[src/shared/vwm_pkg.sv]
// Purpose: Constants and types of the speed window monitor
// Assumes: 16-bit dictionary entries, sub-index 0 only
// Notes:   Drive parameter numbers in data set 5
package vwm_pkg;

  ////////////////////////////////////////////////////////////////////////////
  // Entry indices
  localparam logic [15:0] VWM_IDX_SETTLE_TIME     = 16'h606E;
  localparam logic [15:0] VWM_IDX_LIMIT_LEVEL     = 16'h606F;
  localparam logic [15:0] VWM_IDX_LIMIT_HOLD_TIME = 16'h6070;
  localparam logic [7:0]  VWM_SUBIDX              = 8'h00;

  ////////////////////////////////////////////////////////////////////////////
  // Entry reset values
  localparam logic [15:0] VWM_RST_SETTLE_TIME     = 16'h0000;
  localparam logic [15:0] VWM_RST_LIMIT_LEVEL     = 16'h0064;
  localparam logic [15:0] VWM_RST_LIMIT_HOLD_TIME = 16'h0000;

  ////////////////////////////////////////////////////////////////////////////
  // Status word bit positions
  localparam int VWM_BIT_TARGET_REACHED = 10;
  localparam int VWM_BIT_SPEED_LOW      = 12;

  ////////////////////////////////////////////////////////////////////////////
  // Drive parameter mirror
  localparam logic [10:0] VWM_PAR_SETTLE_TIME     = 11'h4FD;
  localparam logic [10:0] VWM_PAR_LIMIT_LEVEL     = 11'h4FE;
  localparam logic [10:0] VWM_PAR_LIMIT_HOLD_TIME = 11'h4FF;
  localparam logic [2:0]  VWM_PAR_DATA_SET        = 3'h5;

  ////////////////////////////////////////////////////////////////////////////
  // Entry selectors
  localparam int          VWM_N_ENTRY     = 3;
  localparam logic [1:0]  VWM_SEL_SETTLE  = 2'h0;
  localparam logic [1:0]  VWM_SEL_LEVEL   = 2'h1;
  localparam logic [1:0]  VWM_SEL_HOLD    = 2'h2;
  localparam logic [1:0]  VWM_SEL_LAST    = 2'h2;

  // Counter saturates one past the largest time
  localparam logic [16:0] VWM_CNT_MAX     = 17'h10000;

  typedef enum {
    VWM_ST_RESTORE_REQ,
    VWM_ST_RESTORE_WAIT,
    VWM_ST_IDLE,
    VWM_ST_SAVE
  } vwm_store_state_t;

endpackage

[src/hw/vwm_monitor.sv]
// Purpose: Speed window and threshold monitor
// Assumes: Speeds in user units per second; ms_tick once per ms
// Notes:   All inputs come from logic on clk_sys; only rst_b is synchronised
//
// What this block does
// - Entry 0x606E/0 is a read/write 16-bit settle time, zero after reset.
// - Bit 10 rises only after the speed error stayed in the window longer than the settle time.
// - Bit 10 falls unless in-window and time-elapsed both hold.
// - Settle times 0 to 65535 are taken, in milliseconds.
// - The window is a symmetric band around the commanded speed in user units per second.
// - Settle time writes also go to drive parameter 1277, data set 5, volatile only.
// - An entry written before a save command is stored in non-volatile memory.
// - At power-up each saved entry is restored and overwrites its drive parameter.
// - Entry 0x606F is a read/write speed level 0 to 65535, 100 after reset.
// - Bit 12 falls once the absolute speed stayed above the level for the hold time.
// - Bit 12 rises at once when the absolute speed falls below the level.
// - Entry 0x6070 is a read/write hold time 0 to 65535 ms, zero after reset.
// - Level writes go to drive parameter 1278 and hold time writes to 1279, volatile only.
// - Flags are evaluated only in speed profile mode of a motion-control configuration.
// - Speeds are in user units set by the gear ratio and feed constant entries.
// - With a window width of zero the speed must match the command exactly.
module vwm_monitor (
  // Clock and reset
  input  wire logic                clk_sys,
  input  wire logic                rst_b,
  // Dictionary access
  input  wire logic                obj_req,
  input  wire logic                obj_wr,
  input  wire logic [15:0]         obj_index,
  input  wire logic [7:0]          obj_subidx,
  input  wire logic [15:0]         obj_wdata,
  output logic                     obj_ack,
  output logic                     obj_abort,
  output logic [15:0]              obj_rdata,
  // Save command
  input  wire logic                save_req,
  // Drive mode and speeds
  input  wire logic                motion_cfg,
  input  wire logic                speed_profile_mode,
  input  wire logic signed [31:0]  cmd_speed,
  input  wire logic signed [31:0]  act_speed,
  input  wire logic [15:0]         window_width,
  input  wire logic                ms_tick,
  // Status word flags
  output logic                     target_reached,
  output logic                     speed_low,
  // Drive parameter mirror
  output logic                     drv_par_wr,
  output logic [10:0]              drv_par_num,
  output logic [2:0]               drv_par_set,
  output logic [15:0]              drv_par_data,
  // Non-volatile memory
  output logic                     nv_rd_req,
  output logic [1:0]               nv_rd_sel,
  input  wire logic                nv_rd_valid,
  input  wire logic                nv_rd_present,
  input  wire logic [15:0]         nv_rd_data,
  output logic                     nv_wr_req,
  output logic [1:0]               nv_wr_sel,
  output logic [15:0]              nv_wr_data,
  input  wire logic                nv_wr_ready
);
  import vwm_pkg::*;

  logic               rst_meta_n;
  logic               rst_n;
  logic [15:0]        speed_settle_time;
  logic [15:0]        speed_limit_level;
  logic [15:0]        speed_limit_hold_time;
  logic               sel_hit;
  logic [1:0]         sel_req;
  logic               wr_ok;
  logic               store_busy;
  logic               ld_valid;
  logic [1:0]         ld_sel;
  logic [15:0]        ld_data;
  logic               active;
  logic signed [32:0] speed_err;
  logic [32:0]        err_abs;
  logic [31:0]        act_abs;
  logic               in_window;
  logic               above_level;
  logic               below_level;
  logic               settle_held;
  logic               above_held;

  ////////////////////////////////////////////////////////////////////////////
  // Reset release through two flops; assertion stays asynchronous
  always_ff @(posedge clk_sys or negedge rst_b)
  begin
    if (!rst_b)
    begin
      rst_meta_n <= 1'b0;
      rst_n      <= 1'b0;
    end
    else
    begin
      rst_meta_n <= 1'b1;
      rst_n      <= rst_meta_n;
    end
  end

  ////////////////////////////////////////////////////////////////////////////
  // Decode: only sub-index 0 exists
  always_comb
  begin
    sel_hit = 1'b1;
    sel_req = VWM_SEL_SETTLE;
    if (obj_subidx != VWM_SUBIDX)
      sel_hit = 1'b0;
    else if (obj_index == VWM_IDX_SETTLE_TIME)
      sel_req = VWM_SEL_SETTLE;
    else if (obj_index == VWM_IDX_LIMIT_LEVEL)
      sel_req = VWM_SEL_LEVEL;
    else if (obj_index == VWM_IDX_LIMIT_HOLD_TIME)
      sel_req = VWM_SEL_HOLD;
    else
      sel_hit = 1'b0;
  end

  // Refused during restore so a load cannot overwrite a write
  assign wr_ok = obj_req && obj_wr && sel_hit && !store_busy;

  always_ff @(posedge clk_sys or negedge rst_n)
  begin
    if (!rst_n)
    begin
      obj_ack   <= 1'b0;
      obj_abort <= 1'b0;
      obj_rdata <= 16'h0000;
    end
    else
    begin
      obj_ack   <= obj_req;
      obj_abort <= obj_req && (!sel_hit || store_busy);
      if (obj_req && !obj_wr && sel_hit && !store_busy)
      begin
        case (sel_req)
          VWM_SEL_SETTLE: obj_rdata <= speed_settle_time;
          VWM_SEL_LEVEL:  obj_rdata <= speed_limit_level;
          default:        obj_rdata <= speed_limit_hold_time;
        endcase
      end
      else
        obj_rdata <= 16'h0000;
    end
  end

  ////////////////////////////////////////////////////////////////////////////
  // Entries: full 16-bit range taken without clipping
  always_ff @(posedge clk_sys or negedge rst_n)
  begin
    if (!rst_n)
    begin
      speed_settle_time     <= VWM_RST_SETTLE_TIME;
      speed_limit_level     <= VWM_RST_LIMIT_LEVEL;
      speed_limit_hold_time <= VWM_RST_LIMIT_HOLD_TIME;
    end
    else if (ld_valid)
    begin
      case (ld_sel)
        VWM_SEL_SETTLE: speed_settle_time     <= ld_data;
        VWM_SEL_LEVEL:  speed_limit_level     <= ld_data;
        default:        speed_limit_hold_time <= ld_data;
      endcase
    end
    else if (wr_ok)
    begin
      case (sel_req)
        VWM_SEL_SETTLE: speed_settle_time     <= obj_wdata;
        VWM_SEL_LEVEL:  speed_limit_level     <= obj_wdata;
        default:        speed_limit_hold_time <= obj_wdata;
      endcase
    end
  end

  ////////////////////////////////////////////////////////////////////////////
  // Drive parameter mirror: host writes and restored values
  always_ff @(posedge clk_sys or negedge rst_n)
  begin
    if (!rst_n)
    begin
      drv_par_wr   <= 1'b0;
      drv_par_num  <= VWM_PAR_SETTLE_TIME;
      drv_par_set  <= VWM_PAR_DATA_SET;
      drv_par_data <= 16'h0000;
    end
    else
    begin
      drv_par_wr  <= ld_valid || wr_ok;
      drv_par_set <= VWM_PAR_DATA_SET;
      if (ld_valid || wr_ok)
      begin
        drv_par_data <= ld_valid ? ld_data : obj_wdata;
        case (ld_valid ? ld_sel : sel_req)
          VWM_SEL_SETTLE: drv_par_num <= VWM_PAR_SETTLE_TIME;
          VWM_SEL_LEVEL:  drv_par_num <= VWM_PAR_LIMIT_LEVEL;
          default:        drv_par_num <= VWM_PAR_LIMIT_HOLD_TIME;
        endcase
      end
    end
  end

  ////////////////////////////////////////////////////////////////////////////
  // Save and restore
  vwm_param_store u_store (
    .clk_sys       (clk_sys),
    .rst_n         (rst_n),
    .wr_pulse      (wr_ok),
    .wr_sel        (sel_req),
    .save_req      (save_req),
    .settle_val    (speed_settle_time),
    .level_val     (speed_limit_level),
    .hold_val      (speed_limit_hold_time),
    .busy          (store_busy),
    .ld_valid      (ld_valid),
    .ld_sel        (ld_sel),
    .ld_data       (ld_data),
    .nv_rd_req     (nv_rd_req),
    .nv_rd_sel     (nv_rd_sel),
    .nv_rd_valid   (nv_rd_valid),
    .nv_rd_present (nv_rd_present),
    .nv_rd_data    (nv_rd_data),
    .nv_wr_req     (nv_wr_req),
    .nv_wr_sel     (nv_wr_sel),
    .nv_wr_data    (nv_wr_data),
    .nv_wr_ready   (nv_wr_ready)
  );

  ////////////////////////////////////////////////////////////////////////////
  // Speed comparisons; scaling to user units is done upstream
  assign active    = motion_cfg && speed_profile_mode;
  assign speed_err = 33'(cmd_speed) - 33'(act_speed);
  assign err_abs   = speed_err[32] ? 33'(-speed_err) : 33'(speed_err);
  assign act_abs   = act_speed[31] ? 32'(-act_speed) : 32'(act_speed);

  always_comb
  begin
    if (window_width == 16'h0000)
      in_window = (err_abs == 33'h000000000);
    else
      in_window = (err_abs < {17'h00000, window_width});
  end

  // At the level bit 12 keeps its value
  assign above_level = act_abs > {16'h0000, speed_limit_level};
  assign below_level = act_abs < {16'h0000, speed_limit_level};

  ////////////////////////////////////////////////////////////////////////////
  // Persistence timers; leaving the mode also restarts them
  vwm_persist_timer #(
    .STRICT (1'b1)
  ) u_settle_timer (
    .clk_sys (clk_sys),
    .rst_n   (rst_n),
    .cond    (active && in_window),
    .ms_tick (ms_tick),
    .limit   (speed_settle_time),
    .held    (settle_held)
  );

  vwm_persist_timer #(
    .STRICT (1'b0)
  ) u_level_timer (
    .clk_sys (clk_sys),
    .rst_n   (rst_n),
    .cond    (active && above_level),
    .ms_tick (ms_tick),
    .limit   (speed_limit_hold_time),
    .held    (above_held)
  );

  ////////////////////////////////////////////////////////////////////////////
  // Status flags
  always_ff @(posedge clk_sys or negedge rst_n)
  begin
    if (!rst_n)
      target_reached <= 1'b0;
    else if (!active)
      target_reached <= 1'b0;
    else
      target_reached <= settle_held;
  end

  always_ff @(posedge clk_sys or negedge rst_n)
  begin
    if (!rst_n)
      speed_low <= 1'b0;
    else if (!active)
      speed_low <= 1'b0;
    else if (below_level)
      speed_low <= 1'b1;
    else if (above_held)
      speed_low <= 1'b0;
  end

endmodule

[src/hw/vwm_param_store.sv]
// Purpose: Save and power-up restore of the entries
// Assumes: Memory answers reads with nv_rd_valid, takes writes on nv_wr_ready
// Notes:   Only entries written since their last save are stored
module vwm_param_store (
  // Clock and reset
  input  wire logic        clk_sys,
  input  wire logic        rst_n,
  // Entry writes and save command
  input  wire logic        wr_pulse,
  input  wire logic [1:0]  wr_sel,
  input  wire logic        save_req,
  input  wire logic [15:0] settle_val,
  input  wire logic [15:0] level_val,
  input  wire logic [15:0] hold_val,
  // Restore toward the entries
  output logic             busy,
  output logic             ld_valid,
  output logic [1:0]       ld_sel,
  output logic [15:0]      ld_data,
  // Non-volatile memory
  output logic             nv_rd_req,
  output logic [1:0]       nv_rd_sel,
  input  wire logic        nv_rd_valid,
  input  wire logic        nv_rd_present,
  input  wire logic [15:0] nv_rd_data,
  output logic             nv_wr_req,
  output logic [1:0]       nv_wr_sel,
  output logic [15:0]      nv_wr_data,
  input  wire logic        nv_wr_ready
);
  import vwm_pkg::*;

  vwm_store_state_t state;
  logic [1:0]                  sel;
  logic                        save_pend;
  logic [VWM_N_ENTRY-1:0]      dirty;
  logic [VWM_N_ENTRY-1:0]      dirty_clr;
  logic [15:0]                 cur_val;

  always_comb
  begin
    case (sel)
      VWM_SEL_SETTLE: cur_val = settle_val;
      VWM_SEL_LEVEL:  cur_val = level_val;
      default:        cur_val = hold_val;
    endcase
  end

  ////////////////////////////////////////////////////////////////////////////
  // Dirty flags: a write during its own store wins
  genvar gi;
  generate
    for (gi = 0; gi < VWM_N_ENTRY; gi++)
    begin : g_dirty
      always_ff @(posedge clk_sys or negedge rst_n)
      begin
        if (!rst_n)
          dirty[gi] <= 1'b0;
        else if (wr_pulse && wr_sel == 2'(gi))
          dirty[gi] <= 1'b1;
        else if (dirty_clr[gi])
          dirty[gi] <= 1'b0;
      end
      assign dirty_clr[gi] = (state == VWM_ST_SAVE) && !nv_wr_req && sel == 2'(gi);
    end
  endgenerate

  always_ff @(posedge clk_sys or negedge rst_n)
  begin
    if (!rst_n)
      save_pend <= 1'b0;
    else if (save_req)
      save_pend <= 1'b1;
    else if (state == VWM_ST_IDLE)
      save_pend <= 1'b0;
  end

  ////////////////////////////////////////////////////////////////////////////
  // Restore at power-up, then serve save commands
  always_ff @(posedge clk_sys or negedge rst_n)
  begin
    if (!rst_n)
    begin
      state      <= VWM_ST_RESTORE_REQ;
      sel        <= VWM_SEL_SETTLE;
      busy       <= 1'b1;
      ld_valid   <= 1'b0;
      ld_sel     <= VWM_SEL_SETTLE;
      ld_data    <= 16'h0000;
      nv_rd_req  <= 1'b0;
      nv_rd_sel  <= VWM_SEL_SETTLE;
      nv_wr_req  <= 1'b0;
      nv_wr_sel  <= VWM_SEL_SETTLE;
      nv_wr_data <= 16'h0000;
    end
    else
    begin
      ld_valid <= 1'b0;
      case (state)
        VWM_ST_RESTORE_REQ:
        begin
          nv_rd_req <= 1'b1;
          nv_rd_sel <= sel;
          state     <= VWM_ST_RESTORE_WAIT;
        end
        VWM_ST_RESTORE_WAIT:
        begin
          nv_rd_req <= 1'b0;
          if (nv_rd_valid)
          begin
            ld_valid <= nv_rd_present;
            ld_sel   <= sel;
            ld_data  <= nv_rd_data;
            if (sel == VWM_SEL_LAST)
            begin
              sel   <= VWM_SEL_SETTLE;
              state <= VWM_ST_IDLE;
            end
            else
            begin
              sel   <= sel + 2'h1;
              state <= VWM_ST_RESTORE_REQ;
            end
          end
        end
        VWM_ST_IDLE:
        begin
          sel  <= VWM_SEL_SETTLE;
          busy <= 1'b0;
          if (save_pend)
            state <= VWM_ST_SAVE;
        end
        VWM_ST_SAVE:
        begin
          if (!nv_wr_req && dirty[sel])
          begin
            nv_wr_req  <= 1'b1;
            nv_wr_sel  <= sel;
            nv_wr_data <= cur_val;
          end
          else if (!nv_wr_req || nv_wr_ready)
          begin
            nv_wr_req <= 1'b0;
            if (sel == VWM_SEL_LAST)
              state <= VWM_ST_IDLE;
            else
              sel <= sel + 2'h1;
          end
        end
        default:
          state <= VWM_ST_IDLE;
      endcase
    end
  end

endmodule

[src/hw/vwm_persist_timer.sv]
// Purpose: Millisecond persistence timer
// Assumes: ms_tick pulses once per millisecond
// Notes:   STRICT selects "longer than" (1) or "at least" (0) the limit
module vwm_persist_timer #(
  parameter bit STRICT = 1'b1
) (
  // Clock and reset
  input  wire logic        clk_sys,
  input  wire logic        rst_n,
  // Condition and timing
  input  wire logic        cond,
  input  wire logic        ms_tick,
  input  wire logic [15:0] limit,
  // Result
  output logic             held
);
  import vwm_pkg::*;

  logic [16:0] cnt;

  ////////////////////////////////////////////////////////////////////////////
  // Restart on any break; saturate so a long hold never wraps back
  always_ff @(posedge clk_sys or negedge rst_n)
  begin
    if (!rst_n)
      cnt <= 17'h00000;
    else if (!cond)
      cnt <= 17'h00000;
    else if (ms_tick && cnt != VWM_CNT_MAX)
      cnt <= cnt + 17'h00001;
  end

  always_comb
  begin
    if (STRICT)
      held = cond && (cnt > {1'b0, limit});
    else
      held = cond && (cnt >= {1'b0, limit});
  end

endmodule

[config.mk]
export PLATFORM = sky130hd
export DESIGN_NAME = vwm_monitor
export DESIGN_NICKNAME = d
export VERILOG_FILES = /design/src/shared/vwm_pkg.sv /design/src/hw/vwm_monitor.sv /design/src/hw/vwm_param_store.sv /design/src/hw/vwm_persist_timer.sv
export SDC_FILE = /design/constraint.sdc
export NUM_CORES = 1
export LEC_CHECK = 0
export BUFFER_PORTS_ARGS = -buffer_cell sky130_fd_sc_hd__buf_2
export CAP_MARGIN = 20
export CORE_MARGIN = 1
export CORE_UTILIZATION = 55
export DETAILED_ROUTE_END_ITERATION = 10
export GPL_ROUTABILITY_DRIVEN = 0
export PLACE_DENSITY = 0.78
export SYNTH_ARGS = -nofsm -noshare
export SYNTH_HDL_FRONTEND = slang
export SYNTH_SLANG_ARGS = --single-unit
[constraint.sdc]
create_clock -name clk_sys -period 12.1 [get_ports clk_sys]
set_input_delay 0 -clock clk_sys [delete_from_list [all_inputs] [get_ports clk_sys]]
set_output_delay 0 -clock clk_sys [all_outputs]
set_load 0.01 [all_outputs]
* After elaboration in Yosys (flattened, before gate mapping) *
Index checks and enable logic that the tools add are counted.

word-level totals
  register bits after elaboration = 212
  input bits = 147
  output and inout bits = 73
  word-level logic and storage cells = 193

operators by class
  $add $sub $neg = 6
  order comparisons = 6
  equality and inequality tests = 29
  muxes and demuxes = 65
  reduce and logical (&&, ||, !) cells = 57

operators by type and width
  kind                   count
  $mux 16                14
  $mux 32                6
  $pmux 32 s4            1
  $mux 17                4
  $eq 32x2->1 const B    2
  $eq 32x3->1 const B    2
  $pmux 16 s2            2
  $eq 16x15->1 const B   3
  $add 17x1->17 const B  2
  $ne 17x17->1 const B   2
  $logic_not 33->1       1
  $lt 33x16->1           1
  $mux 33                1
  $neg 33->33            1
  $sub 32x32->33         1
  $eq 32x1->1 const B    1
  $gt 32x16->1           1
  $logic_not 32->1       1
  $lt 32x16->1           1
  $neg 32->32            1
  $logic_and 1x1->1      22
  $mux 1                 22
  $mux 2                 11
  $reduce_bool 2->1      9
  other kinds (23)       51

* Longest topological paths before layout *
  depth after elaboration = 10
  gate-level depth with buffers = 27
  depth with buffers taken out = 24

* By module *
Synthesis repeated with hierarchy kept, for this count alone.

unflattened totals
  cell total of the unflattened synthesis = 1596
  area, all modules = 13569.3 um^2

modules (own cells, without submodules)
  module                              times used  cells each  area an instance (um^2)  seq. area each (um^2)
  vwm_monitor                         1           1079        8593.2                   2232.1
  vwm_param_store                     1           210         2307.2                   1252.5
  vwm_persist_timer (u_settle_timer)  1           160         1375.1                   425.4
  vwm_persist_timer (u_level_timer)   1           147         1293.7                   425.4

* Least setup slack after synthesis *
Ideal clock, no wire load.

  path type = in2reg
  start point = input port cmd_speed[0]
  end point = register u_settle_timer.cnt[10]
  setup time = 80 ps
  arrival = 4886 ps
  slack = 7134 ps
  cell stages on the path = 27
  path buffers = 3
  cell sequence = inv_1 > ha_1 > inv_1 > fa_1 > a211oi_2 > o211ai_1 > a211oi_1 > o21ai_1 > a41o_1 > clkbuf_1 > clkbuf_1 > nor2_1 > xor2_1 > ha_1 > a21boi_0 > o21a_1 > o21a_1 > o21a_1 > o21ai_0 > a21oi_1 > o211ai_1 > a21oi_1 > a2111oi_0 > o311a_1 > a41oi_1 > buf_2 > nor3_2

between the ends
  longest elaborated chain between the ends = 7
  elaborated cells on any way between the ends = 9
  classes of those cells = add/sub (2); order compare (1); eq/ne (1); mux (3); reduce/logical (2)

RTL lines
  item                                              line                                    source
  start, declared                                   vwm_monitor.sv:40                       input wire logic signed [31:0] cmd_speed,
  $sub 32x32->33 (*)                                vwm_monitor.sv:233                      assign speed_err = 33'(cmd_speed) - 33'(act_speed);
  $neg 33->33                                       vwm_monitor.sv:234                      assign err_abs = speed_err[32] ? 33'(-speed_err) : 33'(speed_err);
  $mux 33 (*)                                       vwm_monitor.sv:234
  $lt 33x16->1 or $logic_not 33->1 (tied branches)  vwm_monitor.sv:242, vwm_monitor.sv:240
  $mux 1 (*)                                        vwm_monitor.sv:239                      if (window_width == 16'h0000)
  $logic_and 1x1->1 (*)                             vwm_monitor.sv:256                      .cond (active && in_window),
  $ne 2x2->1 (no line) or $mux 17 (tied branches)   n/a
  end signal, assigned                              vwm_persist_timer.sv:30                 cnt <= cnt + 17'h00001;
  end, declared                                     vwm_persist_timer.sv:19                 logic [16:0] cnt;

Mark *: on every way between the ends. The rest lies on a longest branch, timed or not.
A chain may end at the register's enable or synchronous reset.

* Worst setup path after layout *
  start point = input port act_speed[0]
  end point = register u_settle_timer.cnt[6]

between the ends
  longest elaborated chain between the ends = 7
  elaborated cells on any way between the ends = 9
  classes of those cells = add/sub (2); order compare (1); eq/ne (1); mux (3); reduce/logical (2)

RTL lines
  item                                              line                                    source
  start, declared                                   vwm_monitor.sv:41                       input wire logic signed [31:0] act_speed,
  $sub 32x32->33 (*)                                vwm_monitor.sv:233
  $neg 33->33                                       vwm_monitor.sv:234
  $mux 33 (*)                                       vwm_monitor.sv:234
  $lt 33x16->1 or $logic_not 33->1 (tied branches)  vwm_monitor.sv:242, vwm_monitor.sv:240
  $mux 1 (*)                                        vwm_monitor.sv:239
  $logic_and 1x1->1 (*)                             vwm_monitor.sv:256
  $ne 2x2->1 (no line) or $mux 17 (tied branches)   n/a

Marks and branches as above.

==> impl_results.md <==
* Crit. End Element: flip-flop
* Via count at 13,000
* Congestion Overflow GR at 0
* Synth area leader: dfrtp_1
* Ys async rst share at 100%
* EDFF count, synth at 0
* Fin cells at 2,130
* Post-Syn Area at 13,200 um2
* Setup violators final at 0
* Post-Synth Adder-Cell Area at 9.88%
* CTS H-tree depth at 4
* Max Clk Rate at 184 MHz
* Chip Height at 157 um
* Ant diodes at 0
* Initial core utilization at 56.2%
* Synth Register Bits at 173
* Average size of a mapped cell at 8.34 um2
* Clk slew on worst S/H paths at 0.06 ns
* Core ar. at 23,500 um2
* CP Class: in2reg
* Startpoint Class: primary input
* Vias in the first global route at 12,500
* Layout cells sized above 1 at 17.7%
* Total CTS buffers at 17
* Cells after synthesis at 1,588
* Routed len/inst at 18.4 um
* Library cells used by synthesis at 94
* Largest family of logic cells by synthesized area: compound AO/OA/AOI/OAI gates
* Clk root buf: clkbuf_16
* Top-count cell post-synth: dfrtp_1
* Post-Synth XOR/XNOR Area at 5.88%
* Nets@finish at 2,050
* Vias per Instance at 6.12
* DRT antenna net count at 0
* Pin count of the biggest net entering global routing at 88
* Arrival time at the worst endpoint at 5.70 ns
* Post-synthesis simple-gate area fraction at 20.7%
* MaxCap Viol Count at 0
* Crit-path max FO at 30
* Final period util at 44.9%
* Post-synthesis mux area share at 3.45%
* First-pass GRT wire length at 62.1 mm
* Drt pass-1 iters at 5
* Peak supply drop at 0.125 mV
* Layout Area Growth over Synthesis at 17.0%
* Max Transition Viols Final at 0
* Clock Latency Late Sink at 0.44 ns
* Num Clock Sinks at 173
* Detailed Route Iter0 Violations at 1,169
* Synth warnings at 0
* Critical Path RT at 12.37 ns
* Die ar. at 24,700 um2
* Ports at 220
* Hold Fails Final Rpt at 0
* Leading post-synthesis cells by instance count: dfrtp_1, nor2_1, a21oi_1, nand2_1, inv_1
* Max Clock Skew at 0.0119 ns
* Worst Tran Pin Value at 1.08 ns
* DR DRC count at 0
* Seq/Total Area, Yosys at 32.7%
* Port bufs at 207
* Placed insts at 2,058
* Total track usage at 32.0%
* Top-area cell type share of the netlist area at 31.8%
* LEAKAGE at 7.18 nW
* Main synth FF type: dfrtp_1
* Setup_tns at 0 ns
* DRT Wirelength at 39.2 mm
* Power per cell area at 163 nW/um2
* Status: completed
* CTS max path bufs at 2
* DP HPWL at 29.5 mm
* Post-synthesis compound-gate area fraction at 21.3%
* Clock period minus worst slack at 5.43 ns
* Rows at 56
* Hold Crit Class: in2reg
* CTS tree: done
* Initial antenna violation count at 0
* DIE WIDTH at 157 um
* Slew HR at 28.2%
* Ranking of synthesized cells by area: dfrtp_1, ha_1, a21oi_1
* RSZ-0062 raised after global routing: no
-- kinds of logic after synthesis --
| logic type | after synthesis |
|---|---|
| AO/OA/AOI/OAI | 443 |
| XOR/XNOR | 88 |
| adder cells (fa/ha/maj) | 104 |
| buffers and inverters | 191 |
| flip-flops | 173 |
| multiplexers | 43 |
| other | 2 |
| AND/OR/NAND/NOR | 544 |
-- worst paths after layout --
check / start / endpoint / slack (ns) / cells after the start
setup / recovery: act_speed[0] / u_settle_timer.cnt[6] / 6.67 / 25
min in group asynchronous: rst_n / drv_par_data[8] / 0.33 / 0
hold / removal: obj_wdata[15] / speed_settle_time[15] / 0.02 / 3
setup reg to reg: speed_limit_level[1] / u_level_timer.cnt[11] / 9.14 / 14
max in group asynchronous: rst_n / u_store.busy / 10.68 / 2
hold reg to reg: rst_n / drv_par_data[8] / 0.33 / 0
-- worst max-delay path: stages --
cell	delay [ns]
buf_2	0.13
ha_1	0.23
inv_1	0.07
fa_1	0.43
a211oi_2	0.45
o211ai_1	0.26
a211oi_1	0.41
o21ai_1	0.22
a41o_1	0.25
buf_4	0.23
nor2_1	0.16
xor2_1	0.09
ha_1	0.28
a21boi_0	0.19
o21a_1	0.13
o21a_1	0.10
o21a_1	0.11
o21ai_0	0.08
a21oi_1	0.15
o211ai_1	0.10
a21oi_1	0.15
a2111oi_0	0.08
o311a_1	0.37
a41oi_2	0.85
nor3_1	0.15
-- where the power goes --
group / switching, W / leakage, nW / internal (W)
Sequential: 0.000157 / 2.13 / 0.000765
Combinational: 0.000646 / 4.77 / 0.000419
Clock: 0.000234 / 0.280 / 0.000306
Total: 0.00104 / 7.18 / 0.00149
-- timing repair --
| item | CTS | global route |
|---|---|---|
| buffers inserted | 0 | 0 |
| endpoints found under the setup margin | 0 | 0 |
| hold buffers | 37 | 0 |
| endpoints found under the hold margin | 63 | 0 |
| gates resized for setup | 0 | 0 |
-- per-stage QoR --
stage / utilization (%) / worst slack [ns] / hold slack (ns) / instance area [um2] / power [W]
after floorplan: - / 6.93 / -0.296 / 13300 / 0.00159
after global placement: 61.5 / 6.56 / -0.215 / 14500 / 0.00190
after detailed placement: 61.5 / 6.31 / -0.213 / 14500 / 0.00194
after CTS: 65.5 / 6.77 / 0.00746 / 15400 / 0.00250
after global routing: 65.8 / 6.30 / 0.0180 / 15500 / 0.00268
final: 65.8 / 6.67 / 0.0163 / 15500 / 0.00253
-- sequential cells by signal, summed over array words and instances, names as in the netlist, 16 cells and up --
register,flops
u_settle_timer.cnt,17
speed_limit_level,16
u_store.nv_wr_data,16
obj_rdata,16
u_level_timer.cnt,17
u_store.ld_data,16
drv_par_data,16
speed_settle_time,16
speed_limit_hold_time,16
-- metal layers --
metal | vias up | share of wire, % | global-route usage [%]
met5 | - | 0 | 0
met4 | 0 | 4.0 | 14.4
met3 | 96 | 7.2 | 5.26
met2 | 579 | 47 | 53.8
met1 | 6274 | 41 | 40.5
li1 | 6096 | - | -
-- final cells by class --
cell class	count	area (um2)
well taps	319	399
inverters	112	420
flip-flops and latches	173	4340
repair buffers	260	1570
clock inverters	11	131
multi-input cells	1235	8200
clock buffers	20	437
fillers	2006	8050
-- cell usage in the layout, fill, tap and decap left out, types with 12 or more instances in the layout --
| master | instances |
|---|---|
| nand2_1 | 149 |
| buf_4 | 13 |
| a21o_1 | 18 |
| nand3_1 | 44 |
| mux2_2 | 21 |
| conb_1 | 13 |
| nor2_1 | 161 |
| o22ai_1 | 20 |
| dfrtp_1 | 167 |
| xnor2_1 | 52 |
| a21oi_1 | 158 |
| nand4_1 | 32 |
| o21ai_0 | 86 |
| inv_1 | 112 |
| buf_2 | 207 |
| nor4_1 | 19 |
| mux2i_1 | 22 |
| clkbuf_16 | 17 |
| a22oi_1 | 16 |
| ha_1 | 103 |
| o21a_1 | 22 |
| nor2b_1 | 12 |
| nor3_1 | 24 |
| nand2b_1 | 15 |
| xor2_1 | 35 |
| dlygate4sd3_1 | 37 |
(Power assumes the default switching activity.)
